File: config.mk
export PLATFORM = sky130hd
export DESIGN_NAME = edo_ctrl
export DESIGN_NICKNAME = d
export VERILOG_FILES = /design/src/design/edo_ctrl_pkg.sv /design/src/design/edo_span_counter.sv /design/src/design/edo_tick_timer.sv /design/src/design/edo_ctrl.sv
export SDC_FILE = /design/constraint.sdc
export NUM_CORES = 1
export LEC_CHECK = 0
export ABC_CLOCK_PERIOD_IN_PS = 2600
export BUFFER_PORTS_ARGS = -buffer_cell sky130_fd_sc_hd__buf_4
export CORE_MARGIN = 2
export CORE_UTILIZATION = 35
export DETAILED_ROUTE_END_ITERATION = 6
export SLEW_MARGIN = 20
export SYNTH_ARGS = -nofsm -noshare
export SYNTH_HDL_FRONTEND = slang
export SYNTH_SLANG_ARGS = --single-unit
File: constraint.sdc
create_clock -name i_clk -period 2.6 [get_ports i_clk]
set_input_delay 0 -clock i_clk [delete_from_list [all_inputs] [get_ports i_clk]]
set_output_delay 0 -clock i_clk [all_outputs]
set_load 0.005 [all_outputs]
File: src/design/edo_ctrl_pkg.sv
// constants, types and state codes for the edo page dram controller
// assumes a single 25 MHz clock and the slower -60 grade figures
`default_nettype none

package edo_ctrl_pkg;

    // *****************************************************
    // clock and conversion
    // *****************************************************
    localparam int CLK_PERIOD_NS = 40;

    function automatic int cyc_min(input int ns);
        int c;
        c = (ns + CLK_PERIOD_NS - 1) / CLK_PERIOD_NS;
        return (c < 1) ? 1 : c;
    endfunction

    function automatic int cyc_max(input int ns);
        int c;
        c = ns / CLK_PERIOD_NS;
        return (c < 1) ? 1 : c;
    endfunction

    // *****************************************************
    // timing figures, ns unless named otherwise
    // *****************************************************
    localparam int T_RC_NS       = 110;
    localparam int T_RASP_NS     = 60;
    localparam int T_RASP_MAX_NS = 100000;
    localparam int T_PC_NS       = 40;
    localparam int T_PRWC_NS     = 56;
    localparam int T_RCD_NS      = 20;
    localparam int T_RCD_MAX_NS  = 45;
    localparam int T_RPC_NS      = 5;
    localparam int T_CRP_NS      = 5;
    localparam int T_CSR_NS      = 5;
    localparam int T_CHR_NS      = 10;
    localparam int T_WCR_NS      = 50;
    localparam int T_RWL_NS      = 15;
    localparam int T_WPZ_NS      = 10;
    localparam int T_OEH_NS      = 15;
    localparam int T_OEHC_NS     = 15;
    localparam int T_REF_MS      = 16;
    localparam int REF_ROWS      = 1024;
    localparam int T_PAUSE_US    = 200;
    localparam int INIT_CYCLES   = 8;

    // *****************************************************
    // derived cycle counts
    // *****************************************************
    localparam int RC_CYC   = cyc_min(T_RC_NS);
    localparam int RAS_CYC  = cyc_min(T_RASP_NS);
    localparam int RASP_CYC = cyc_max(T_RASP_MAX_NS);
    localparam int PC_CYC   = cyc_min(T_PC_NS);
    localparam int PRWC_CYC = cyc_min(T_PRWC_NS);
    localparam int RCD_CYC  = cyc_min(T_RCD_NS);
    localparam int RCDX_CYC = cyc_max(T_RCD_MAX_NS);
    localparam int RPC_CYC  = cyc_min(T_RPC_NS);
    localparam int CRP_CYC  = cyc_min(T_CRP_NS);
    localparam int CSR_CYC  = cyc_min(T_CSR_NS);
    localparam int CHR_CYC  = cyc_min(T_CHR_NS);
    localparam int WCR_CYC  = cyc_min(T_WCR_NS);
    localparam int RWL_CYC  = cyc_min(T_RWL_NS);
    localparam int WPZ_CYC  = cyc_min(T_WPZ_NS);
    localparam int OEH_CYC  = cyc_min(T_OEH_NS);
    localparam int OEHC_CYC = cyc_min(T_OEHC_NS);
    localparam int REF_INTERVAL_CYC =
        cyc_max(T_REF_MS * 1000000 / REF_ROWS);
    localparam int PAUSE_CYC = cyc_min(T_PAUSE_US * 1000);
    // close cycles needed after the page limit fires
    localparam int PAGE_MARGIN = 4;

    // *****************************************************
    // widths and types
    // *****************************************************
    localparam int ADDR_W = 10;
    localparam int DQ_W   = 16;
    localparam int LANE_W = 8;
    localparam int LANES  = 2;
    localparam int CNT_W  = 16;
    localparam int INIT_W = 4;

    typedef struct packed {
        logic              write;
        logic [ADDR_W-1:0] row;
        logic [ADDR_W-1:0] col;
        logic [LANES-1:0]  byte_en;
        logic [DQ_W-1:0]   wdata;
    } req_t;

    typedef struct packed {
        logic              ras_n;
        logic [LANES-1:0]  cas_n;
        logic              we_n;
        logic              oe_n;
        logic [ADDR_W-1:0] addr;
        logic [DQ_W-1:0]   dq;
        logic              dq_oe;
    } pins_t;

    typedef enum logic [10:0] {
        S_PAUSE = 11'h001,
        S_IDLE  = 11'h002,
        S_ROW   = 11'h004,
        S_RAS   = 11'h008,
        S_COL   = 11'h010,
        S_CAS   = 11'h020,
        S_OPEN  = 11'h040,
        S_PRE   = 11'h080,
        S_RCAS  = 11'h100,
        S_RRAS  = 11'h200,
        S_RHLD  = 11'h400
    } state_t;

endpackage

`default_nettype wire

File: src/design/edo_span_counter.sv
// down counter with load; done while it stands at zero
// assumes load and value come from the same clock domain
`default_nettype none

module edo_span_counter #(
    parameter int             W     = 16,
    parameter logic [W-1:0]   START = '0
)(
    // clock and reset
    input  wire logic         i_clk,
    input  wire logic         i_rst_n,
    // control
    input  wire logic         i_load,
    input  wire logic [W-1:0] i_value,
    // status
    output var  logic         o_done
);

    logic [W-1:0] count;

    always_ff @(posedge i_clk or negedge i_rst_n)
    begin
        if (!i_rst_n)
            count <= START;
        else if (i_load)
            count <= i_value;
        else if (count != '0)
            count <= count - 1'b1;
    end

    assign o_done = (count == '0);

endmodule

`default_nettype wire

File: src/design/edo_tick_timer.sv
// free divider giving a one-cycle pulse every PERIOD clocks
// assumes PERIOD fits the counter width chosen below
`default_nettype none

module edo_tick_timer #(
    parameter int PERIOD = 390
)(
    // clock and reset
    input  wire logic i_clk,
    input  wire logic i_rst_n,
    // pulse
    output var  logic o_tick
);

    localparam int W = $clog2(PERIOD + 1);
    localparam logic [W-1:0] LAST = W'(PERIOD - 1);

    logic [W-1:0] count;

    if (PERIOD < 2)
        $error("tick period too short");

    assign o_tick = (count == LAST);

    always_ff @(posedge i_clk or negedge i_rst_n)
    begin
        if (!i_rst_n)
            count <= '0;
        else if (o_tick)
            count <= '0;
        else
            count <= count + 1'b1;
    end

endmodule

`default_nettype wire

File: src/design/edo_ctrl.sv
// host controller driving an edo page dram through its pins
// assumes i_dq is synchronous to i_clk; pins registered once
`default_nettype none

module edo_ctrl #(
    parameter int PAUSE_CYCLES   = edo_ctrl_pkg::PAUSE_CYC,
    parameter int REFRESH_CYCLES = edo_ctrl_pkg::REF_INTERVAL_CYC,
    parameter int PAGE_CYCLES    = edo_ctrl_pkg::RASP_CYC
)(
    // clock and reset
    input  wire logic                        i_clk,
    input  wire logic                        i_rst_n,
    // request port
    input  wire logic                        i_req_valid,
    input  wire edo_ctrl_pkg::req_t          i_req,
    output logic                             o_req_ready,
    // read return
    output logic                             o_rd_valid,
    output logic [edo_ctrl_pkg::DQ_W-1:0]    o_rd_data,
    // status
    output logic                             o_init_done,
    // dram pins
    output logic                             o_ras_n,
    output logic                             o_lower_col_strobe_n,
    output logic                             o_upper_col_strobe_n,
    output logic                             o_we_n,
    output logic                             o_oe_n,
    output logic [edo_ctrl_pkg::ADDR_W-1:0]  o_addr,
    output logic [edo_ctrl_pkg::DQ_W-1:0]    o_dq,
    output logic                             o_dq_oe,
    input  wire logic [edo_ctrl_pkg::DQ_W-1:0] i_dq
);

    // *****************************************************
    // elaboration checks
    // *****************************************************
    // state spans the fixed sequence really provides
    localparam int SEQ_RC   = 4;
    localparam int SEQ_RAS  = 3;
    localparam int SEQ_PC   = 3;
    localparam int SEQ_RCD  = 2;
    localparam int SEQ_GAP  = 1;
    localparam int SEQ_WE   = 2;

    if (PAUSE_CYCLES < 1 || PAUSE_CYCLES >= (1 << edo_ctrl_pkg::CNT_W))
        $error("pause count out of range");
    if (REFRESH_CYCLES < 16 || REFRESH_CYCLES > edo_ctrl_pkg::REF_INTERVAL_CYC)
        $error("refresh interval out of range");
    if (PAGE_CYCLES <= 2 * edo_ctrl_pkg::PAGE_MARGIN
        || PAGE_CYCLES > edo_ctrl_pkg::RASP_CYC)
        $error("page limit out of range");
    if (edo_ctrl_pkg::RC_CYC > SEQ_RC)
        $error("row cycle too short for clock");
    if (edo_ctrl_pkg::RAS_CYC > SEQ_RAS)
        $error("row pulse too short for clock");
    if (edo_ctrl_pkg::PC_CYC > SEQ_PC || edo_ctrl_pkg::PRWC_CYC > SEQ_PC)
        $error("page cycle too short for clock");
    if (edo_ctrl_pkg::RCD_CYC > SEQ_RCD || edo_ctrl_pkg::RCDX_CYC < SEQ_RCD - 1)
        $error("row to column delay unmet");
    if (edo_ctrl_pkg::RPC_CYC > SEQ_GAP || edo_ctrl_pkg::CRP_CYC > SEQ_GAP)
        $error("strobe gap unmet");
    if (edo_ctrl_pkg::CSR_CYC > SEQ_GAP || edo_ctrl_pkg::CHR_CYC > SEQ_GAP)
        $error("refresh strobe order unmet");
    if (edo_ctrl_pkg::WCR_CYC > SEQ_RC - 1 || edo_ctrl_pkg::RWL_CYC > SEQ_WE
        || edo_ctrl_pkg::WPZ_CYC > SEQ_WE)
        $error("write strobe span unmet");
    if (edo_ctrl_pkg::OEH_CYC > SEQ_GAP || edo_ctrl_pkg::OEHC_CYC > SEQ_GAP)
        $error("output gate hold unmet");

    // *****************************************************
    // state and request holding
    // *****************************************************
    edo_ctrl_pkg::state_t state;
    edo_ctrl_pkg::state_t next_state;
    edo_ctrl_pkg::req_t   cur;
    edo_ctrl_pkg::pins_t  pins;
    edo_ctrl_pkg::pins_t  next_pins;

    logic [edo_ctrl_pkg::INIT_W-1:0] init_left;
    logic [edo_ctrl_pkg::DQ_W-1:0]   lane_data;
    logic                            ref_pend;

    wire pause_done;
    wire page_done;
    wire ref_tick;

    // *****************************************************
    // timers
    // *****************************************************
    // pause counts from reset only; a wake-up after an
    // overdue refresh repeats the eight cycles, not the pause
    edo_span_counter #(
        .W     (edo_ctrl_pkg::CNT_W),
        .START (edo_ctrl_pkg::CNT_W'(PAUSE_CYCLES))
    ) u_pause (
        .i_clk   (i_clk),
        .i_rst_n (i_rst_n),
        .i_load  (1'b0),
        .i_value ('0),
        .o_done  (pause_done)
    );

    wire page_load = (state == edo_ctrl_pkg::S_ROW);

    // margin leaves room to close the row before the limit
    edo_span_counter #(
        .W     (edo_ctrl_pkg::CNT_W),
        .START ('0)
    ) u_page (
        .i_clk   (i_clk),
        .i_rst_n (i_rst_n),
        .i_load  (page_load),
        .i_value (edo_ctrl_pkg::CNT_W'(PAGE_CYCLES - edo_ctrl_pkg::PAGE_MARGIN)),
        .o_done  (page_done)
    );

    edo_tick_timer #(
        .PERIOD (REFRESH_CYCLES)
    ) u_refresh (
        .i_clk   (i_clk),
        .i_rst_n (i_rst_n),
        .o_tick  (ref_tick)
    );

    // *****************************************************
    // decode
    // *****************************************************
    wire st_idle = (state == edo_ctrl_pkg::S_IDLE);
    wire st_row  = (state == edo_ctrl_pkg::S_ROW);
    wire st_ras  = (state == edo_ctrl_pkg::S_RAS);
    wire st_col  = (state == edo_ctrl_pkg::S_COL);
    wire st_cas  = (state == edo_ctrl_pkg::S_CAS);
    wire st_open = (state == edo_ctrl_pkg::S_OPEN);
    wire st_rcas = (state == edo_ctrl_pkg::S_RCAS);
    wire st_rras = (state == edo_ctrl_pkg::S_RRAS);
    wire st_rhld = (state == edo_ctrl_pkg::S_RHLD);

    wire init_done = (init_left == '0);
    wire row_hit   = (i_req.row == cur.row);
    wire overdue   = ref_tick && ref_pend;

    wire ready_idle = st_idle && !ref_pend;
    wire ready_page = st_open && row_hit && !ref_pend && !page_done;
    wire accept     = i_req_valid && o_req_ready;

    wire ras_low = st_ras || st_col || st_cas || st_open
                || st_rras || st_rhld;
    wire wr_phase = cur.write && (st_col || st_cas);
    wire refresh_cas = st_rcas || st_rras;
    wire use_row = st_row || st_ras;
    wire use_col = st_col || st_cas || st_open;

    // *****************************************************
    // next state
    // *****************************************************
    always_comb
    begin
        next_state = state;
        unique case (state)
            edo_ctrl_pkg::S_PAUSE:
                if (pause_done)
                    next_state = edo_ctrl_pkg::S_RCAS;
            edo_ctrl_pkg::S_IDLE:
                if (ref_pend || !init_done)
                    next_state = edo_ctrl_pkg::S_RCAS;
                else if (i_req_valid)
                    next_state = edo_ctrl_pkg::S_ROW;
            edo_ctrl_pkg::S_ROW:
                next_state = edo_ctrl_pkg::S_RAS;
            edo_ctrl_pkg::S_RAS:
                next_state = edo_ctrl_pkg::S_COL;
            edo_ctrl_pkg::S_COL:
                next_state = edo_ctrl_pkg::S_CAS;
            edo_ctrl_pkg::S_CAS:
                next_state = edo_ctrl_pkg::S_OPEN;
            edo_ctrl_pkg::S_OPEN:
                if (ref_pend || page_done)
                    next_state = edo_ctrl_pkg::S_PRE;
                else if (i_req_valid && row_hit)
                    next_state = edo_ctrl_pkg::S_COL;
                else if (i_req_valid)
                    next_state = edo_ctrl_pkg::S_PRE;
            edo_ctrl_pkg::S_PRE:
                if (ref_pend || !init_done)
                    next_state = edo_ctrl_pkg::S_RCAS;
                else
                    next_state = edo_ctrl_pkg::S_IDLE;
            edo_ctrl_pkg::S_RCAS:
                next_state = edo_ctrl_pkg::S_RRAS;
            edo_ctrl_pkg::S_RRAS:
                next_state = edo_ctrl_pkg::S_RHLD;
            edo_ctrl_pkg::S_RHLD:
                next_state = edo_ctrl_pkg::S_PRE;
        endcase
    end

    // *****************************************************
    // pin decode, registered one cycle later
    // *****************************************************
    // every pin lags the state by one clock, so all spans
    // keep their lengths and the pins stay glitch free
    for (genvar l = 0; l < edo_ctrl_pkg::LANES; l++)
    begin : g_lane
        localparam int LO = l * edo_ctrl_pkg::LANE_W;
        // lane l strobe gates only its own byte of data
        assign next_pins.cas_n[l] =
            !((st_cas && cur.byte_en[l]) || refresh_cas);
        assign lane_data[LO +: edo_ctrl_pkg::LANE_W] =
            cur.byte_en[l] ? i_dq[LO +: edo_ctrl_pkg::LANE_W]
                           : edo_ctrl_pkg::LANE_W'(0);
    end

    // column strobe rises with the row still high-to-low gap
    assign next_pins.ras_n = !ras_low;
    // write strobe falls with the column address, ahead of
    // the column strobe, and stays low through it
    assign next_pins.we_n  = !wr_phase;
    // output gate low only while a read strobe is low, and
    // never during writes or refresh
    assign next_pins.oe_n  = !(st_cas && !cur.write);
    assign next_pins.addr  = use_row ? cur.row :
                             use_col ? cur.col :
                             edo_ctrl_pkg::ADDR_W'(0);
    assign next_pins.dq    = cur.wdata;
    assign next_pins.dq_oe = wr_phase;

    // *****************************************************
    // registers
    // *****************************************************
    always_ff @(posedge i_clk or negedge i_rst_n)
    begin
        if (!i_rst_n)
            state <= edo_ctrl_pkg::S_PAUSE;
        else
            state <= next_state;
    end

    always_ff @(posedge i_clk or negedge i_rst_n)
    begin
        if (!i_rst_n)
            cur <= '0;
        else if (accept)
            cur <= i_req;
    end

    always_ff @(posedge i_clk or negedge i_rst_n)
    begin
        if (!i_rst_n)
        begin
            pins       <= '0;
            pins.ras_n <= 1'b1;
            pins.cas_n <= '1;
            pins.we_n  <= 1'b1;
            pins.oe_n  <= 1'b1;
        end
        else
            pins <= next_pins;
    end

    // a new tick wins over the clear of the served one
    always_ff @(posedge i_clk or negedge i_rst_n)
    begin
        if (!i_rst_n)
            ref_pend <= 1'b0;
        else if (ref_tick)
            ref_pend <= 1'b1;
        else if (st_rhld)
            ref_pend <= 1'b0;
    end

    // a tick finding the last one unserved means the
    // refresh period slipped: redo the wake-up cycles
    always_ff @(posedge i_clk or negedge i_rst_n)
    begin
        if (!i_rst_n)
            init_left <= edo_ctrl_pkg::INIT_W'(edo_ctrl_pkg::INIT_CYCLES);
        else if (overdue)
            init_left <= edo_ctrl_pkg::INIT_W'(edo_ctrl_pkg::INIT_CYCLES);
        else if (st_rhld && !init_done)
            init_left <= init_left - 1'b1;
    end

    // sample at the end of the cycle whose pins hold a read
    wire rd_sample = !pins.oe_n;

    always_ff @(posedge i_clk or negedge i_rst_n)
    begin
        if (!i_rst_n)
        begin
            o_rd_valid <= 1'b0;
            o_rd_data  <= '0;
        end
        else
        begin
            o_rd_valid <= rd_sample;
            if (rd_sample)
                o_rd_data <= lane_data;
        end
    end

    // *****************************************************
    // outputs
    // *****************************************************
    // refresh leaves the address at zero; the part uses its
    // own row counter then and ignores these pins
    assign o_ras_n              = pins.ras_n;
    assign o_lower_col_strobe_n = pins.cas_n[0];
    assign o_upper_col_strobe_n = pins.cas_n[1];
    assign o_we_n               = pins.we_n;
    assign o_oe_n               = pins.oe_n;
    assign o_addr               = pins.addr;
    assign o_dq                 = pins.dq;
    assign o_dq_oe              = pins.dq_oe;
    assign o_req_ready          = ready_idle || ready_page;
    assign o_init_done          = init_done;

endmodule

`default_nettype wire

* Word-level counts from Yosys, hierarchy flattened
Cells that the tools add are included.
Word-level totals: register bits 145, word-level logic and storage cells 104, input port bits 58
Cells by class: add/sub/neg operators 4, eq/ne operators 16, mux-type cells 19, reduce and logical (&&, ||, !) cells 45
Operator list (number):
- 11-bit one-hot mux with 11 select lines | 1
- 11-bit 2-to-1 mux | 6
- 16-bit logical NOT | 2
- 16-bit 2-to-1 mux | 2
- 16-bit nonzero test | 2
- 16-bit by 1-bit subtractor with 16-bit output, second input constant | 2
- 10-bit 2-to-1 mux | 2
- 9-bit 2-to-1 mux | 2
- 8-bit 2-to-1 mux | 2
- 1-bit logical OR | 14
- 1-bit logical AND | 12
- 11-bit by 1-bit == test with 1-bit output, second input constant | 1
- 11-bit by 10-bit == test with 1-bit output, second input constant | 1
- 11-bit == test, second input constant | 1
- 11-bit by 2-bit == test with 1-bit output, second input constant | 1
- 11-bit by 3-bit == test with 1-bit output, second input constant | 1
- 11-bit by 4-bit == test with 1-bit output, second input constant | 1
- 11-bit by 5-bit == test with 1-bit output, second input constant | 1
- 11-bit by 6-bit == test with 1-bit output, second input constant | 1
- 11-bit by 7-bit == test with 1-bit output, second input constant | 1
- 11-bit by 8-bit == test with 1-bit output, second input constant | 1
- 11-bit by 9-bit == test with 1-bit output, second input constant | 1
- 10-bit == test | 1
- 1-bit logical NOT | 10
- 11 further kinds | 15

* Depth between registers and ports, before layout
depth after elaboration 7, gate-level depth with buffers 10

* Modules after synthesis
Synthesis repeated with hierarchy kept, for this count alone.
Unflattened totals: cell total of the unflattened synthesis 580, area total of the unflattened synthesis 6638.9 µm²
By module, submodules not included:
- edo_ctrl | cells an instance 334, sequential area each 2611.3 µm², area an instance 4192.8 µm², times used 1
- edo_span_counter (u_pause) | cells an instance 104, sequential area each 406.6 µm², area an instance 1012.2 µm², times used 1
- edo_span_counter (u_page) | cells an instance 104, sequential area each 400.4 µm², area an instance 1006.0 µm², times used 1
- edo_tick_timer | cells an instance 38, sequential area each 225.2 µm², area an instance 427.9 µm², times used 1

* Least setup slack after synthesis
No wires, ideal clock.
kind register -> register, start register u_page.count[0], end register cur[28] (netlist name), data required time 2460 ps, slack 641 ps, cell stages (with the launch flop) 11, clock period less this slack 1959 ps, arrival time 1818 ps, cells stage by stage dfrtp_1 > inv_1 > ha_1 > nor4b_1 > and4_1 > clkbuf_1 > or2_1 > buf_6 > buf_6 > a221oi_2 > o311ai_1
On the way: longest elaborated chain between the ends 5
RTL lines:
- start, declared | line edo_span_counter.sv:19 | logic [W-1:0] count;
- start signal, assigned | line edo_span_counter.sv:26 | count <= i_value;
- start signal, assigned | line edo_span_counter.sv:28 | count <= count - 1'b1;
- 16-bit logical NOT | line edo_span_counter.sv:31 | assign o_done = (count == '0);
- 1-bit logical NOT | line edo_ctrl.sv:143 | wire ready_page = st_open && row_hit && !ref_pend && !page_done;
- 1-bit logical AND | line edo_ctrl.sv:143
- 1-bit logical OR | line edo_ctrl.sv:314 | assign o_req_ready = ready_idle || ready_page;
- 1-bit logical AND | line edo_ctrl.sv:144 | wire accept = i_req_valid && o_req_ready;
- end signal, assigned | line edo_ctrl.sv:243 | cur <= i_req;
- end, declared | line edo_ctrl.sv:75 | edo_ctrl_pkg::req_t cur;
Every way passes these cells. A chain may end at the register's enable or synchronous reset.

* Final worst setup path
start register state[3], end output port o_req_ready
On the way: longest elaborated chain between the ends 5, elaborated cells between the ends (all ways) 7, classes of those cells 2 x eq/ne; 5 x reduce/logical
RTL lines:
- start, declared | line edo_ctrl.sv:73 | edo_ctrl_pkg::state_t state;
- start signal, assigned | line edo_ctrl.sv:233 | state <= edo_ctrl_pkg::S_PAUSE;
- start signal, assigned | line edo_ctrl.sv:235 | state <= next_state;
- 11-bit by 7-bit == test with 1-bit output | line edo_ctrl.sv:133 | wire st_open = (state == edo_ctrl_pkg::S_OPEN);
- 1-bit logical AND (3 in series) | line edo_ctrl.sv:143
- 1-bit logical OR * | line edo_ctrl.sv:314
- end, declared | line edo_ctrl.sv:16 | output logic o_req_ready,
Every way passes the cells marked *; elsewhere a longest branch is shown, timed or not.

==> results.yml <==
hold_path:
  hp-class: "in -> async"
power:
  power.total_mw: 6.21
  p_leak_nw: 4.23
  ir_worst_vdd_v: 0.000464
  p_per_area_mw_per_mm2: 646
global_route:
  grt_overflow: 0
  grt_pass1_wl_um: 29700
  grt_max_degree: 69
  globalRouteTotalUtil_pct: 16.6
  antenna_found_initial: 0
  grt_pass1_vias: 5948
synth:
  ys_ff_latch: 145
  synth-main-ff-cell: "dfrtp_1"
  synth_area_leaders: "dfrtp_1 46%, nand2_1 6.4%, o311ai_1 4.7%"
  synth_top_area_share_pct: 45.7
  ys_seq_area_share_pct: 50.1
  synth_edf_count: 0
  avgSynthCellArea_um2: 9.64
  syn-instance-count: 755
  syn_nets: 821
  ys_types: 56
  ys.warnings.count: 0
  syn_area_mm2: 0.00728
  async_flop_share_pct: 100
  synth_largest_area_cell: "dfrtp_1"
floorplanning:
  core_mm2: 0.0203
  dieWidth_um: 148
  initial_core_util_pct: 35.8
  die_area_mm2: 0.0220
  rows: 52
  die_height_um: 148
  pin_count: 109
placed_design:
  hpwl_um: 11100
  gp_congestion: 0.810
  io_buffers: 108
  post-place-ws_ns: 0.292
sta:
  finalSetupTns_ns: 0
  final.period_utilization_pct: 89.1
  hold_viol: 0
  slew_headroom_pct: 50.6
  fin_ws_ns: 0.282
  worst_slew_pin_slew_ns: 0.722
  period_minus_slack_ns: 2.32
  rsz0062_at_grt: "no"
  maxSlewViolCount: 0
  max_clock_freq_mhz: 431
  holdWs_ns: 0.149
  skew_ns: 0.00929
  setup_violations: 0
final_layout:
  diodes: 0
  nets: 971
  final_util_pct: 47.3
  layout_commonest_cell: "dfrtp_1"
  area_growth_pct: 32.0
  most-common-layout-cells: "133 x dfrtp_1, 125 x nand2_1, 120 x buf_4, 57 x dlygate4sd3_1, 53 x o21ai_0"
  drive_above_1_share_pct: 21.2
routing:
  num_vias: 6129
  wl_per_cell_um: 14.9
  ant_nets: 0
  via_per_inst: 5.16
  drt-initial-drc-count: 476
  firstDrtPassIters: 6
  drc: 0
  routed_wl_um: 17700
cts:
  cts_tree: "yes"
  clk_latency_ns: 0.42
  clockBufferDepth: 2
  root_buffer: "clkbuf_16"
  clkTransAtPathRegs_ns: 0.06
  numCtsBuffers: 17
  postCtsSetupRepairBufs: 0
  clock_sinks: 145
  cts_htree_levels: 4
setup_path:
  worstPathMaxFanout: 16
  cp.arrival_ns: 2.32
  cpLargestDelayFamily: "simple AND/OR/NAND/NOR gates"
  required_ns: 2.60
  cp-start-kind: "register"
  cp_cell_sequence: "nor4_4 -> nand4_2 -> or2_4 -> nor2_1 -> o21ba_1 -> buf_4"
  worstSetupPathType: "reg -> out"
  path_buf_inv: 1
  reg2regPathDepth: 8
  end_kind: "output pin"
  crit_slowest_cell: "dfrtp_1"
  cp_slowest_stage_delay_ns: 0.47
  crit_cells: 6
status:
  status: "completed"
run:
  cap_violations: 0
## per-layer routing
metal | global-route usage (%) | up-vias | share of wire (%)
li1 | - | 3031 | -
met1 | 22.5 | 2950 | 47
met2 | 26.3 | 129 | 46
met3 | 4.08 | 19 | 4.9
met4 | 5.43 | 0 | 1.6
met5 | 0 | - | 0
## Yosys cell counts, drive strengths merged (2+ instances only)
cell type,instances
nand2b,8
o31ai,4
buf,21
nor4,14
nor4b,6
or3,4
or3b,2
clkbuf,30
a2111oi,2
and3,5
a221oi,9
nor2,49
nand2,125
dfrtp,133
inv,13
nand3b,2
or4,6
o311ai,39
nor3,15
nor2b,9
a211oi,3
or2,6
ha,8
o21ai,53
a22o,10
xnor2,32
nand4,10
nor3b,4
xor2,18
and2,10
nand3,39
nand4b,5
a21oi,9
dfstp,12
a31oi,30
## final cells by class
| cell class | count | area (µm²) |
|---|---|---|
| multi-input combinational | 546 | 3360 |
| inverter | 13 | 48.8 |
| sequential | 145 | 3640 |
| fill | 1882 | 10700 |
| timing repair buffer | 182 | 1560 |
| clock buffer | 19 | 443 |
| tap | 270 | 338 |
| clock inverter | 13 | 208 |
## report_power, final
group          switching (mW)  internal (mW)  leakage (nW)  total, mW
sequential              0.151           2.42          1.64       2.58
clock                   0.971           1.73         0.318       2.71
combinational           0.475          0.450          2.27      0.925
total                    1.60           4.61          4.23       6.21
## worst register-to-register path, delay by kind of cell (launching register included)
kind	cells	cell delay [ns]
flip-flops	1	0.40
AND/OR/NAND/NOR	2	0.30
buffers and inverters	3	0.88
AO/OA/AOI/OAI	3	0.47
## worst paths after layout
| kind | endpoint | slack, ns | from |
|---|---|---|---|
| worst max register to register | cur[5] | 0.39 | state[1] |
| max in group asynchronous | o_oe_n | 1.69 | i_rst_n |
| worst max-delay path | o_req_ready | 0.28 | state[3] |
| min in group i_clk | state[6] | 0.38 | i_req_valid |
| worst min register to register | o_dq[2] | 0.43 | cur[2] |
| worst min-delay path | u_refresh.count[5] | 0.15 | i_rst_n |
## timing repair
| item | CTS | global route |
|---|---|---|
| endpoints found under the setup margin | 0 | 1 |
| endpoints found under the hold margin | 120 | 0 |
| resized for setup | 0 | 1 |
| hold buffers | 57 | 0 |
## registers in the layout, indices dropped and copies added (netlist names)
register,count
cur,39
o_dq,16
o_rd_data,16
u_page.count,16
u_pause.count,16
state,11
o_addr,10
u_refresh.count,9
init_left,4
o_dq_oe,1
o_lower_col_strobe_n,1
o_oe_n,1
o_ras_n,1
o_rd_valid,1
o_upper_col_strobe_n,1
o_we_n,1
ref_pend,1
## cells by family (layout without fill, tap and decap cells)
family / Yosys count / after routing / synth area share (%)
xor+xnor: 50 / 50 / 6.02
flops: 145 / 145 / 50.1
compound gates: 165 / 165 / 16.3
fa+ha+maj: 8 / 8 / 1.38
mux: 1 / 1 / 0.138
simple gates: 322 / 322 / 22.2
buf+inv: 64 / 227 / 3.94
## per-stage QoR
step                      area (µm²)  instances
after floorplan                 7280        755
after global placement          8380       1099
after detailed placement        8380       1099
after CTS                       9600       1188
after global routing            9600       1188
final                           9600       1188
No activity file was read; power rests on OpenSTA's default activity.
